### src/rtl/pio_pkg.sv
/*
  Package for the parallel I/O port block: register indices, port widths,
  and reset values of the direction, pullup and keyboard enable registers.
  Assumes a 32-bit classic Wishbone slave with one register per word.
*/
package pio_pkg;
  // ==========================================================================
  // Register indices (byte address is four times the index).
  localparam logic [3:0] PIO_IDX_A_DATA = 4'h0;
  localparam logic [3:0] PIO_IDX_B_DATA = 4'h1;
  localparam logic [3:0] PIO_IDX_C_DATA = 4'h2;
  localparam logic [3:0] PIO_IDX_D_DATA = 4'h3;
  localparam logic [3:0] PIO_IDX_A_DIR = 4'h4;
  localparam logic [3:0] PIO_IDX_B_DIR = 4'h5;
  localparam logic [3:0] PIO_IDX_C_DIR = 4'h6;
  localparam logic [3:0] PIO_IDX_D_DIR = 4'h7;
  localparam logic [3:0] PIO_IDX_A_PULLUP = 4'h8;
  localparam logic [3:0] PIO_IDX_KBD_ENABLE = 4'h9;
  // ==========================================================================
  // Port widths.
  localparam int PIO_A_WIDTH = 4;
  localparam int PIO_B_WIDTH = 6;
  localparam int PIO_C_WIDTH = 2;
  localparam int PIO_D_WIDTH = 7;
  // ==========================================================================
  // Reset values.
  localparam logic [7:0] PIO_DIR_RESET = 8'h00;
  localparam logic [7:0] PIO_PULLUP_RESET = 8'h00;
  localparam logic [7:0] PIO_KBD_ENABLE_RESET = 8'h00;
endpackage

### src/rtl/pio_top.sv
/*
  Parallel I/O port block: data and direction registers for ports A to D,
  port A pullups and keyboard input enables, on a classic Wishbone slave.
  Assumes pins are resolved outside from value, output enable and pullup.
*/
// The Wishbone interface to the registers was chosen for this implementation.
// Summary of operation
// - Port A has four bidirectional keyboard-capable pins.
// - Each pin has latch; direction bit steers it.
// - Reset leaves port A latches untouched.
// - Direction one drives pin, zero releases.
// - Reset clears port A direction bits.
// - Output pin reads back its latch.
// - Input pin reads back synchronised pin level.
// - Latch writes always accepted, any direction.
// - Pullup enable on input turns pullup on.
// - No pullup, input: high impedance pin.
// - Output pins always have pullup off.
// - Keyboard enables route pins to keyboard module.
// - Ports B, C, D directions reset zero.
// - Ports B, C, D latches survive reset.
module pio_top
  import pio_pkg::*;
#(
  parameter int A_WIDTH = PIO_A_WIDTH,
  parameter int B_WIDTH = PIO_B_WIDTH,
  parameter int C_WIDTH = PIO_C_WIDTH,
  parameter int D_WIDTH = PIO_D_WIDTH
) (
  // Clock and reset
  input wire logic i_mclk,
  input wire logic i_arst_n,
  // Wishbone slave
  input wire logic i_wb_cyc,
  input wire logic i_wb_stb,
  input wire logic i_wb_we,
  input wire logic [5:0] i_wb_adr,
  input wire logic [3:0] i_wb_sel,
  input wire logic [31:0] i_wb_dat,
  output logic [31:0] o_wb_dat,
  output logic o_wb_ack,
  // Port A pins
  input wire logic [A_WIDTH-1:0] i_pa,
  output logic [A_WIDTH-1:0] o_pa,
  output logic [A_WIDTH-1:0] o_pa_oe,
  output logic [A_WIDTH-1:0] o_pa_pullup,
  // Keyboard module inputs
  output logic [A_WIDTH-1:0] o_keyboard_inputs,
  output logic [A_WIDTH-1:0] o_keyboard_irq_enable_bits,
  // Port B pins
  input wire logic [B_WIDTH-1:0] i_pb,
  output logic [B_WIDTH-1:0] o_pb,
  output logic [B_WIDTH-1:0] o_pb_oe,
  // Port C pins
  input wire logic [C_WIDTH-1:0] i_pc,
  output logic [C_WIDTH-1:0] o_pc,
  output logic [C_WIDTH-1:0] o_pc_oe,
  // Port D pins
  input wire logic [D_WIDTH-1:0] i_pd,
  output logic [D_WIDTH-1:0] o_pd,
  output logic [D_WIDTH-1:0] o_pd_oe
);
  // ==========================================================================
  // Register state.
  typedef struct packed {
    logic [A_WIDTH-1:0] dir_a;
    logic [B_WIDTH-1:0] dir_b;
    logic [C_WIDTH-1:0] dir_c;
    logic [D_WIDTH-1:0] dir_d;
    logic [A_WIDTH-1:0] pullup_a;
    logic [A_WIDTH-1:0] kbd_en;
    logic ack;
    logic [31:0] rdata;
  } pio_state_t;

  pio_state_t state_reg;
  pio_state_t state_next;

  logic [A_WIDTH-1:0] rd_a;
  logic [B_WIDTH-1:0] rd_b;
  logic [C_WIDTH-1:0] rd_c;
  logic [D_WIDTH-1:0] rd_d;
  logic [A_WIDTH-1:0] lvl_a;
  logic [3:0] idx;
  logic req;
  logic wr;
  logic [7:0] wbyte;

  assign idx = i_wb_adr[5:2];
  assign req = i_wb_cyc && i_wb_stb && !state_reg.ack;
  // Registers live in byte lane 0; writes without that lane are ignored.
  assign wr = req && i_wb_we && i_wb_sel[0];
  assign wbyte = i_wb_dat[7:0];

  // ==========================================================================
  // Bus decode and register update.
  always_comb begin
    state_next = state_reg;
    state_next.ack = req;
    if (wr) begin
      case (idx)
        PIO_IDX_A_DIR: state_next.dir_a = wbyte[A_WIDTH-1:0];
        PIO_IDX_B_DIR: state_next.dir_b = wbyte[B_WIDTH-1:0];
        PIO_IDX_C_DIR: state_next.dir_c = wbyte[C_WIDTH-1:0];
        PIO_IDX_D_DIR: state_next.dir_d = wbyte[D_WIDTH-1:0];
        PIO_IDX_A_PULLUP: state_next.pullup_a = wbyte[A_WIDTH-1:0];
        PIO_IDX_KBD_ENABLE: state_next.kbd_en = wbyte[A_WIDTH-1:0];
        default: state_next.ack = req;
      endcase
    end
    state_next.rdata = 32'h0000_0000;
    if (req && !i_wb_we) begin
      case (idx)
        PIO_IDX_A_DATA: state_next.rdata[A_WIDTH-1:0] = rd_a;
        PIO_IDX_B_DATA: state_next.rdata[B_WIDTH-1:0] = rd_b;
        PIO_IDX_C_DATA: state_next.rdata[C_WIDTH-1:0] = rd_c;
        PIO_IDX_D_DATA: state_next.rdata[D_WIDTH-1:0] = rd_d;
        PIO_IDX_A_DIR: state_next.rdata[A_WIDTH-1:0] = state_reg.dir_a;
        PIO_IDX_B_DIR: state_next.rdata[B_WIDTH-1:0] = state_reg.dir_b;
        PIO_IDX_C_DIR: state_next.rdata[C_WIDTH-1:0] = state_reg.dir_c;
        PIO_IDX_D_DIR: state_next.rdata[D_WIDTH-1:0] = state_reg.dir_d;
        PIO_IDX_A_PULLUP: state_next.rdata[A_WIDTH-1:0] = state_reg.pullup_a;
        PIO_IDX_KBD_ENABLE: state_next.rdata[A_WIDTH-1:0] = state_reg.kbd_en;
        default: state_next.rdata = 32'h0000_0000;
      endcase
    end
  end

  always_ff @(posedge i_mclk or negedge i_arst_n) begin
    if (!i_arst_n) begin
      state_reg.dir_a <= PIO_DIR_RESET[A_WIDTH-1:0];
      state_reg.dir_b <= PIO_DIR_RESET[B_WIDTH-1:0];
      state_reg.dir_c <= PIO_DIR_RESET[C_WIDTH-1:0];
      state_reg.dir_d <= PIO_DIR_RESET[D_WIDTH-1:0];
      state_reg.pullup_a <= PIO_PULLUP_RESET[A_WIDTH-1:0];
      state_reg.kbd_en <= PIO_KBD_ENABLE_RESET[A_WIDTH-1:0];
      state_reg.ack <= 1'b0;
      state_reg.rdata <= 32'h0000_0000;
    end else begin
      state_reg <= state_next;
    end
  end

  assign o_wb_ack = state_reg.ack;
  assign o_wb_dat = state_reg.rdata;

  // ==========================================================================
  // Ports.
  pio_pin #(.WIDTH(A_WIDTH)) u_port_a (
    .i_mclk(i_mclk),
    .i_arst_n(i_arst_n),
    .i_latch_we(wr && idx == PIO_IDX_A_DATA),
    .i_latch_wdata(wbyte[A_WIDTH-1:0]),
    .i_dir(state_reg.dir_a),
    .i_pullup_en(state_reg.pullup_a),
    .o_rdata(rd_a),
    .o_pin_level(lvl_a),
    .i_pin(i_pa),
    .o_pin(o_pa),
    .o_pin_oe(o_pa_oe),
    .o_pullup_on(o_pa_pullup)
  );

  pio_pin #(.WIDTH(B_WIDTH)) u_port_b (
    .i_mclk(i_mclk),
    .i_arst_n(i_arst_n),
    .i_latch_we(wr && idx == PIO_IDX_B_DATA),
    .i_latch_wdata(wbyte[B_WIDTH-1:0]),
    .i_dir(state_reg.dir_b),
    .i_pullup_en({B_WIDTH{1'b0}}),
    .o_rdata(rd_b),
    .o_pin_level(),
    .i_pin(i_pb),
    .o_pin(o_pb),
    .o_pin_oe(o_pb_oe),
    .o_pullup_on()
  );

  pio_pin #(.WIDTH(C_WIDTH)) u_port_c (
    .i_mclk(i_mclk),
    .i_arst_n(i_arst_n),
    .i_latch_we(wr && idx == PIO_IDX_C_DATA),
    .i_latch_wdata(wbyte[C_WIDTH-1:0]),
    .i_dir(state_reg.dir_c),
    .i_pullup_en({C_WIDTH{1'b0}}),
    .o_rdata(rd_c),
    .o_pin_level(),
    .i_pin(i_pc),
    .o_pin(o_pc),
    .o_pin_oe(o_pc_oe),
    .o_pullup_on()
  );

  pio_pin #(.WIDTH(D_WIDTH)) u_port_d (
    .i_mclk(i_mclk),
    .i_arst_n(i_arst_n),
    .i_latch_we(wr && idx == PIO_IDX_D_DATA),
    .i_latch_wdata(wbyte[D_WIDTH-1:0]),
    .i_dir(state_reg.dir_d),
    .i_pullup_en({D_WIDTH{1'b0}}),
    .o_rdata(rd_d),
    .o_pin_level(),
    .i_pin(i_pd),
    .o_pin(o_pd),
    .o_pin_oe(o_pd_oe),
    .o_pullup_on()
  );

  // Keyboard module sees the synchronised level of each enabled pin only.
  assign o_keyboard_irq_enable_bits = state_reg.kbd_en;
  assign o_keyboard_inputs = lvl_a & state_reg.kbd_en;
endmodule

### src/rtl/pio_pin.sv
/*
  One port of bidirectional pins: synchroniser, data latch without reset,
  and per-pin driver/pullup control.
  Assumes the data latch write strobe comes from the bus slave on i_mclk.
*/
module pio_pin
  import pio_pkg::*;
#(
  parameter int WIDTH = 4
) (
  // Clock and reset
  input wire logic i_mclk,
  input wire logic i_arst_n,
  // Register side
  input wire logic i_latch_we,
  input wire logic [WIDTH-1:0] i_latch_wdata,
  input wire logic [WIDTH-1:0] i_dir,
  input wire logic [WIDTH-1:0] i_pullup_en,
  output logic [WIDTH-1:0] o_rdata,
  output logic [WIDTH-1:0] o_pin_level,
  // Pins
  input wire logic [WIDTH-1:0] i_pin,
  output logic [WIDTH-1:0] o_pin,
  output logic [WIDTH-1:0] o_pin_oe,
  output logic [WIDTH-1:0] o_pullup_on
);
  // ==========================================================================
  // State.
  typedef struct packed {
    logic [WIDTH-1:0] sync1;
    logic [WIDTH-1:0] sync2;
  } pio_pin_sync_t;

  pio_pin_sync_t sync_reg;
  pio_pin_sync_t sync_next;
  logic [WIDTH-1:0] latch_reg;

  always_comb begin
    sync_next.sync1 = i_pin;
    sync_next.sync2 = sync_reg.sync1;
  end

  always_ff @(posedge i_mclk or negedge i_arst_n) begin
    if (!i_arst_n) begin
      sync_reg <= '0;
    end else begin
      sync_reg <= sync_next;
    end
  end

  // The latch has no reset: its contents survive a reset on purpose.
  always_ff @(posedge i_mclk) begin
    if (i_latch_we) begin
      latch_reg <= i_latch_wdata;
    end
  end

  // ==========================================================================
  // Pin control and read-back.
  always_comb begin
    for (int i = 0; i < WIDTH; i++) begin
      o_rdata[i] = i_dir[i] ? latch_reg[i] : sync_reg.sync2[i];
    end
  end

  assign o_pin = latch_reg;
  assign o_pin_oe = i_dir;
  assign o_pullup_on = i_pullup_en & ~i_dir;
  assign o_pin_level = sync_reg.sync2;
endmodule

### config.mk
export PLATFORM = sky130hd
export DESIGN_NAME = pio_top
export DESIGN_NICKNAME = d
export VERILOG_FILES = /design/src/rtl/pio_pkg.sv /design/src/rtl/pio_top.sv /design/src/rtl/pio_pin.sv
export SDC_FILE = /design/constraint.sdc
export NUM_CORES = 1
export LEC_CHECK = 0
export ABC_AREA = 1
export BUFFER_PORTS_ARGS = -buffer_cell sky130_fd_sc_hd__buf_2
export CORE_UTILIZATION = 40
export CTS_CLUSTER_DIAMETER = 40
export DETAILED_ROUTE_END_ITERATION = 12
export PLACE_DENSITY = 0.69
export SYNTH_ARGS = -nofsm -noshare
export SYNTH_HDL_FRONTEND = slang
export SYNTH_SLANG_ARGS = --single-unit
### constraint.sdc
create_clock -name i_mclk -period 1.92 [get_ports i_mclk]
set_clock_uncertainty 0.15 [all_clocks]
set_input_delay 0.096 -clock i_mclk [delete_from_list [all_inputs] [get_ports i_mclk]]
set_output_delay 0.096 -clock i_mclk [all_outputs]
set_load 0.01 [all_outputs]
### Yosys cells after proc, flatten, opt, wreduce, memory -nomap -nowiden

Cells that the tools add are included.

| word-level totals | value |
|---|---|
| register bits | 117 |
| input bits | 66 |
| output and inout port bits | 83 |
| logic and storage cells | 74 |

| operators by class | value |
|---|---|
| equality and inequality tests | 9 |
| multiplexer cells | 24 |
| bitwise gates (word level) | 3 |
| reductions and logical operators | 18 |

Operator list:

| operator | count |
|---|---|
| $pmux 2 s10 | 1 |
| $mux 1 | 19 |
| $eq 4x3->1 const B | 4 |
| $pmux 2 s8 | 1 |
| $reduce_and 2->1 | 6 |
| $logic_and 1x1->1 | 9 |
| $and 4x4->4 | 2 |
| $eq 4x2->1 const B | 2 |
| $eq 4x4->1 const B | 2 |
| $pmux 2 s4 | 1 |
| $mux 7 | 1 |
| $eq 4x1->1 const B | 1 |
| $logic_not 4->1 | 1 |
| $not 4->4 | 1 |
| $logic_not 1->1 | 2 |
| $pmux 1 s2 | 1 |

### Depth between registers and ports, before layout

| logic depth | value |
|---|---|
| word-level depth | 5 |
| depth in mapped cells | 9 |
| gate-level depth less buffers | 9 |

### Modules after synthesis

Synthesis repeated with hierarchy kept, for this count alone.

| unflattened totals | value |
|---|---|
| cell total of the unflattened synthesis | 467 |
| area total of the unflattened synthesis | 4,269.1 µm² |

By module, submodules not included:

| module | times used | cells each | area each (µm²) | seq. area each (µm²) |
|---|---|---|---|---|
| pio_top | 1 | 277 | 2,177.1 | 875.8 |
| pio_pin at u_port_d | 1 | 70 | 770.7 | 560.5 |
| pio_pin at u_port_b | 1 | 60 | 660.6 | 480.5 |
| pio_pin at u_port_a | 1 | 40 | 440.4 | 320.3 |
| pio_pin at u_port_c | 1 | 20 | 220.2 | 160.2 |

### Worst setup path before layout

OpenSTA, ideal clock, no wires.

| timing path | value |
|---|---|
| path type | register to register |
| start | reg state_reg (netlist bit o_wb_ack) |
| end | reg u_port_d.latch_reg[0] (netlist: u_port_d.o_pin[0]), enable pin |
| data arrival time | 1.449 ns |
| setup slack | -0.059 ns |
| cell stages (with the launch flop) | 6 |
| buffers on the path | 0 |
| path through | dfrtp_1 -> nor2_1 -> nand2_1 -> nor2_8 -> inv_1 -> nor3_1 |

| between the ends | value |
|---|---|
| word-level cells in the longest chain between the ends | 5 |

Ends and longest elaborated chain:

| element | RTL line | RTL |
|---|---|---|
| from (decl) | pio_top.sv:76 | `pio_state_t state_reg;` |
| from (signal assigned) | pio_top.sv:140 | `state_reg <= state_next;` |
| $logic_not 1->1 | pio_top.sv:90 | `assign req = i_wb_cyc && i_wb_stb && !state_reg.ack;` |
| $logic_and 1x1->1 | pio_top.sv:90 |  |
| $logic_and 1x1->1 (2 in series) | pio_top.sv:92 | `assign wr = req && i_wb_we && i_wb_sel[0];` |
| $logic_and 1x1->1 | pio_top.sv:197 | `.i_latch_we(wr && idx == PIO_IDX_D_DATA),` |
| named net u_port_d.i_latch_we | pio_pin.sv:15 | `input wire logic i_latch_we,` |
| to (signal assigned) | pio_pin.sv:54 | `latch_reg <= i_latch_wdata;` |
| to (decl) | pio_pin.sv:36 | `logic [WIDTH-1:0] latch_reg;` |

The timed path passes the listed nets, and every way through them passes these cells.
A chain may end at the register's enable or synchronous reset.

### Final worst setup path

| timing path | value |
|---|---|
| start | reg state_reg (netlist bit o_wb_ack) |
| end | reg u_port_c.latch_reg[1] (netlist: u_port_c.o_pin[1]), enable pin |

| between the ends | value |
|---|---|
| word-level cells in the longest chain between the ends | 5 |

Ends and longest elaborated chain:

| element | RTL line | RTL |
|---|---|---|
| $logic_not 1->1 | pio_top.sv:90 |  |
| $logic_and 1x1->1 | pio_top.sv:90 |  |
| $logic_and 1x1->1 (2 in series) | pio_top.sv:92 |  |
| $logic_and 1x1->1 | pio_top.sv:182 | `.i_latch_we(wr && idx == PIO_IDX_C_DATA),` |
| named net u_port_c.i_latch_we | pio_pin.sv:15 |  |
| to (signal assigned) | pio_pin.sv:54 |  |
| to (decl) | pio_pin.sv:36 |  |

The timed path passes the listed nets, and every way through them passes these cells.

==> run summary <==
status: finished clean
Root Driver: clkbuf_8
Leak: 2.550 nW
# IOs: 149
synth top area cells: dfrtp_1 45%, edfxtp_1 14%, nand2_1 10%, buf_4 10%, inv_1 3.9%
final hold vios: 0
cell taking the most area after synthesis: dfrtp_1
Net count, final: 594
Mapped Area: 4104 um^2
Die W: 103.3 um
setup TNS: 0 ns
DR DRC count: 0
CTS Hold Bufs: 31
ANT cells: 0
Overflow after GRT: 0
Final Critical Period: 1.780 ns
CP top delay family: simple AND/OR/NAND/NOR gates
DR iter-0 viols: 168
Post-Place Cell Area: 4446 um^2
worst path bufs/invs: 1
Critical Path Sink Type: flop
CTS Buffer Depth: 2
TritonRoute pass-1 iters: 4
clock network latency to the later pin of the worst-skew pair: 0.36 ns
fin crit share: 92.70%
Avg WL per Cell: 12.84 um
Peak VDD IR: 0.3378 mV
via count: 2883
Min Hold Slack: 0.04422 ns
vias in the first global route: 2780
CTS buffer count: 9
synthesized area per cell: 9.748 um^2
commonest non-fill, non-tap cell in the layout: nand2_1
clock sink count: 92
Max Cap Violations: 0
die area: 10670 um^2
DR vias/cell: 4.335
commonest cells after routing, fill and taps aside: 112 x nand2_1, 93 x buf_2, 73 x dfrtp_1, 43 x inv_1, 31 x dlygate4sd3_1
core area: 9864 um^2
Clock transition at path regs: 0.09 ns
Unique masters post-synth: 22
Setup Buffers After CTS: 0
CTS tree: done
Synth top area share: 44.51%
fraction of layout cells with a size suffix above 1: 27.82%
PortBufs: 93
Initial Utilization: 41.60%
Placed Cells incl. Taps: 619
CP max-delay cell: dfrtp_1
crit path cell chain: nor2_1, nand2_1, nor2_8, inv_1, nor3_1
RSZ-0062 raised after global routing: no
Total GRT Usage: 17.58%
DP HPWL: 6.231 mm
post-synthesis register bit count: 92
Layout Cells excl Fill: 665
Fmax achieved: 561.9 MHz
GP Congestion: 0.8708
Max FO, Critical Path: 5
area growth from synthesis to layout: 20.30%
WS Path Type: flop to flop
Final Setup Violations: 0
fin. max-slew vios: 0
H-tree levels: 3
Syn. warnings: 0
sequential-to-total area share from yosys stat: 58.41%
max reg flops: 23
fillcell total: 917
die height: 103.3 um
fin area: 4937 um^2
Gate Count Post-Synth: 421
crit path DAT: 1.65 ns
antenna violations before repair: 0
Pwr Density: 763.9 nW/um^2
Critical Path RT: 1.79 ns
CP Launch Type: flop
wirelength, routed: 8.539 mm
Antenna Nets Post-Route: 0
row count: 36
first-pass GRT wire length: 13.70 mm
largest net degree at the start of global routing: 74
Place WS: 0.1860 ns
CP peak stage delay: 0.39 ns
post-cts sizing count: 0
worst min-delay path class: primary input to flop
worst setup margin: 0.1402 ns
==> Yosys cell counts, drive strengths merged <==
cell type,n
a21oi,3
nand2,123
o22ai,2
conb,1
buf,57
nor3,4
mux2,1
dfrtp,73
edfxtp,19
inv,48
nand3,17
nor2,33
o21ai,40
==> worst min-delay path, cell delays in order <==
cell,delay [ns]
buf_2,0.07
inv_1,0.03
nor2_1,0.08
nand2_1,0.15
inv_1,0.10
==> cells by family after synthesis <==
kind of cell           Yosys count  share of synthesized area (%)
muxes                            1                         0.2744
DFF                             92                          58.41
buffers and inverters          105                          15.00
and+or+nand+nor                177                          20.12
AOI/OAI and AO/OA               45                          6.097
other                            1                        0.09138
==> final timing paths <==
check,to,cells past startpoint,slack (ns),startpoint
setup / recovery,u_port_c.o_pin[1],5,0.14,o_wb_ack
hold / removal,o_wb_ack,5,0.04,i_wb_stb
setup reg to reg,u_port_c.o_pin[1],5,0.14,o_wb_ack
hold reg to reg,u_port_a.o_pin_level[0],0,0.20,u_port_a.sync_next[0]
max in group asynchronous,u_port_a.o_pin_level[1],3,1.17,i_arst_n
min in group asynchronous,state_reg[50],3,0.12,i_arst_n
==> metrics by stage <==
step                util [%]  power, mW
finish                 50.05      3.772
global route           50.05      3.967
CTS                    50.05      3.813
detailed placement     45.07      2.539
global placement       45.07      2.529
floorplan                  -      2.443
==> area by class of cell <==
type / instances / area (um^2) / area share, %
clock buffers: 10 / 127.6 / 2.585
clock inverters: 5 / 53.80 / 1.090
flip-flops and latches: 92 / 2397 / 48.56
repair buffers: 129 / 825.8 / 16.73
multi-input cells: 248 / 1186 / 24.02
inverters: 48 / 180.2 / 3.649
well taps: 133 / 166.4 / 3.371
==> power breakdown <==
part | internal [mW] | switching (mW)
combinational | 0.163 | 0.241
clock | 0.590 | 0.637
sequential | 2.08 | 0.0643
total | 2.83 | 0.943
==> per-layer routing <==
layer  up-vias  global-route usage [%]  share of wire (%)
met5         -                       0                  0
met4         0                   7.042                2.1
met3        18                   5.242                6.1
met2       116                   27.03                 46
met1      1305                   23.46                 46
li1       1444                       -                  -
Power figures use the tool's default switching activity.
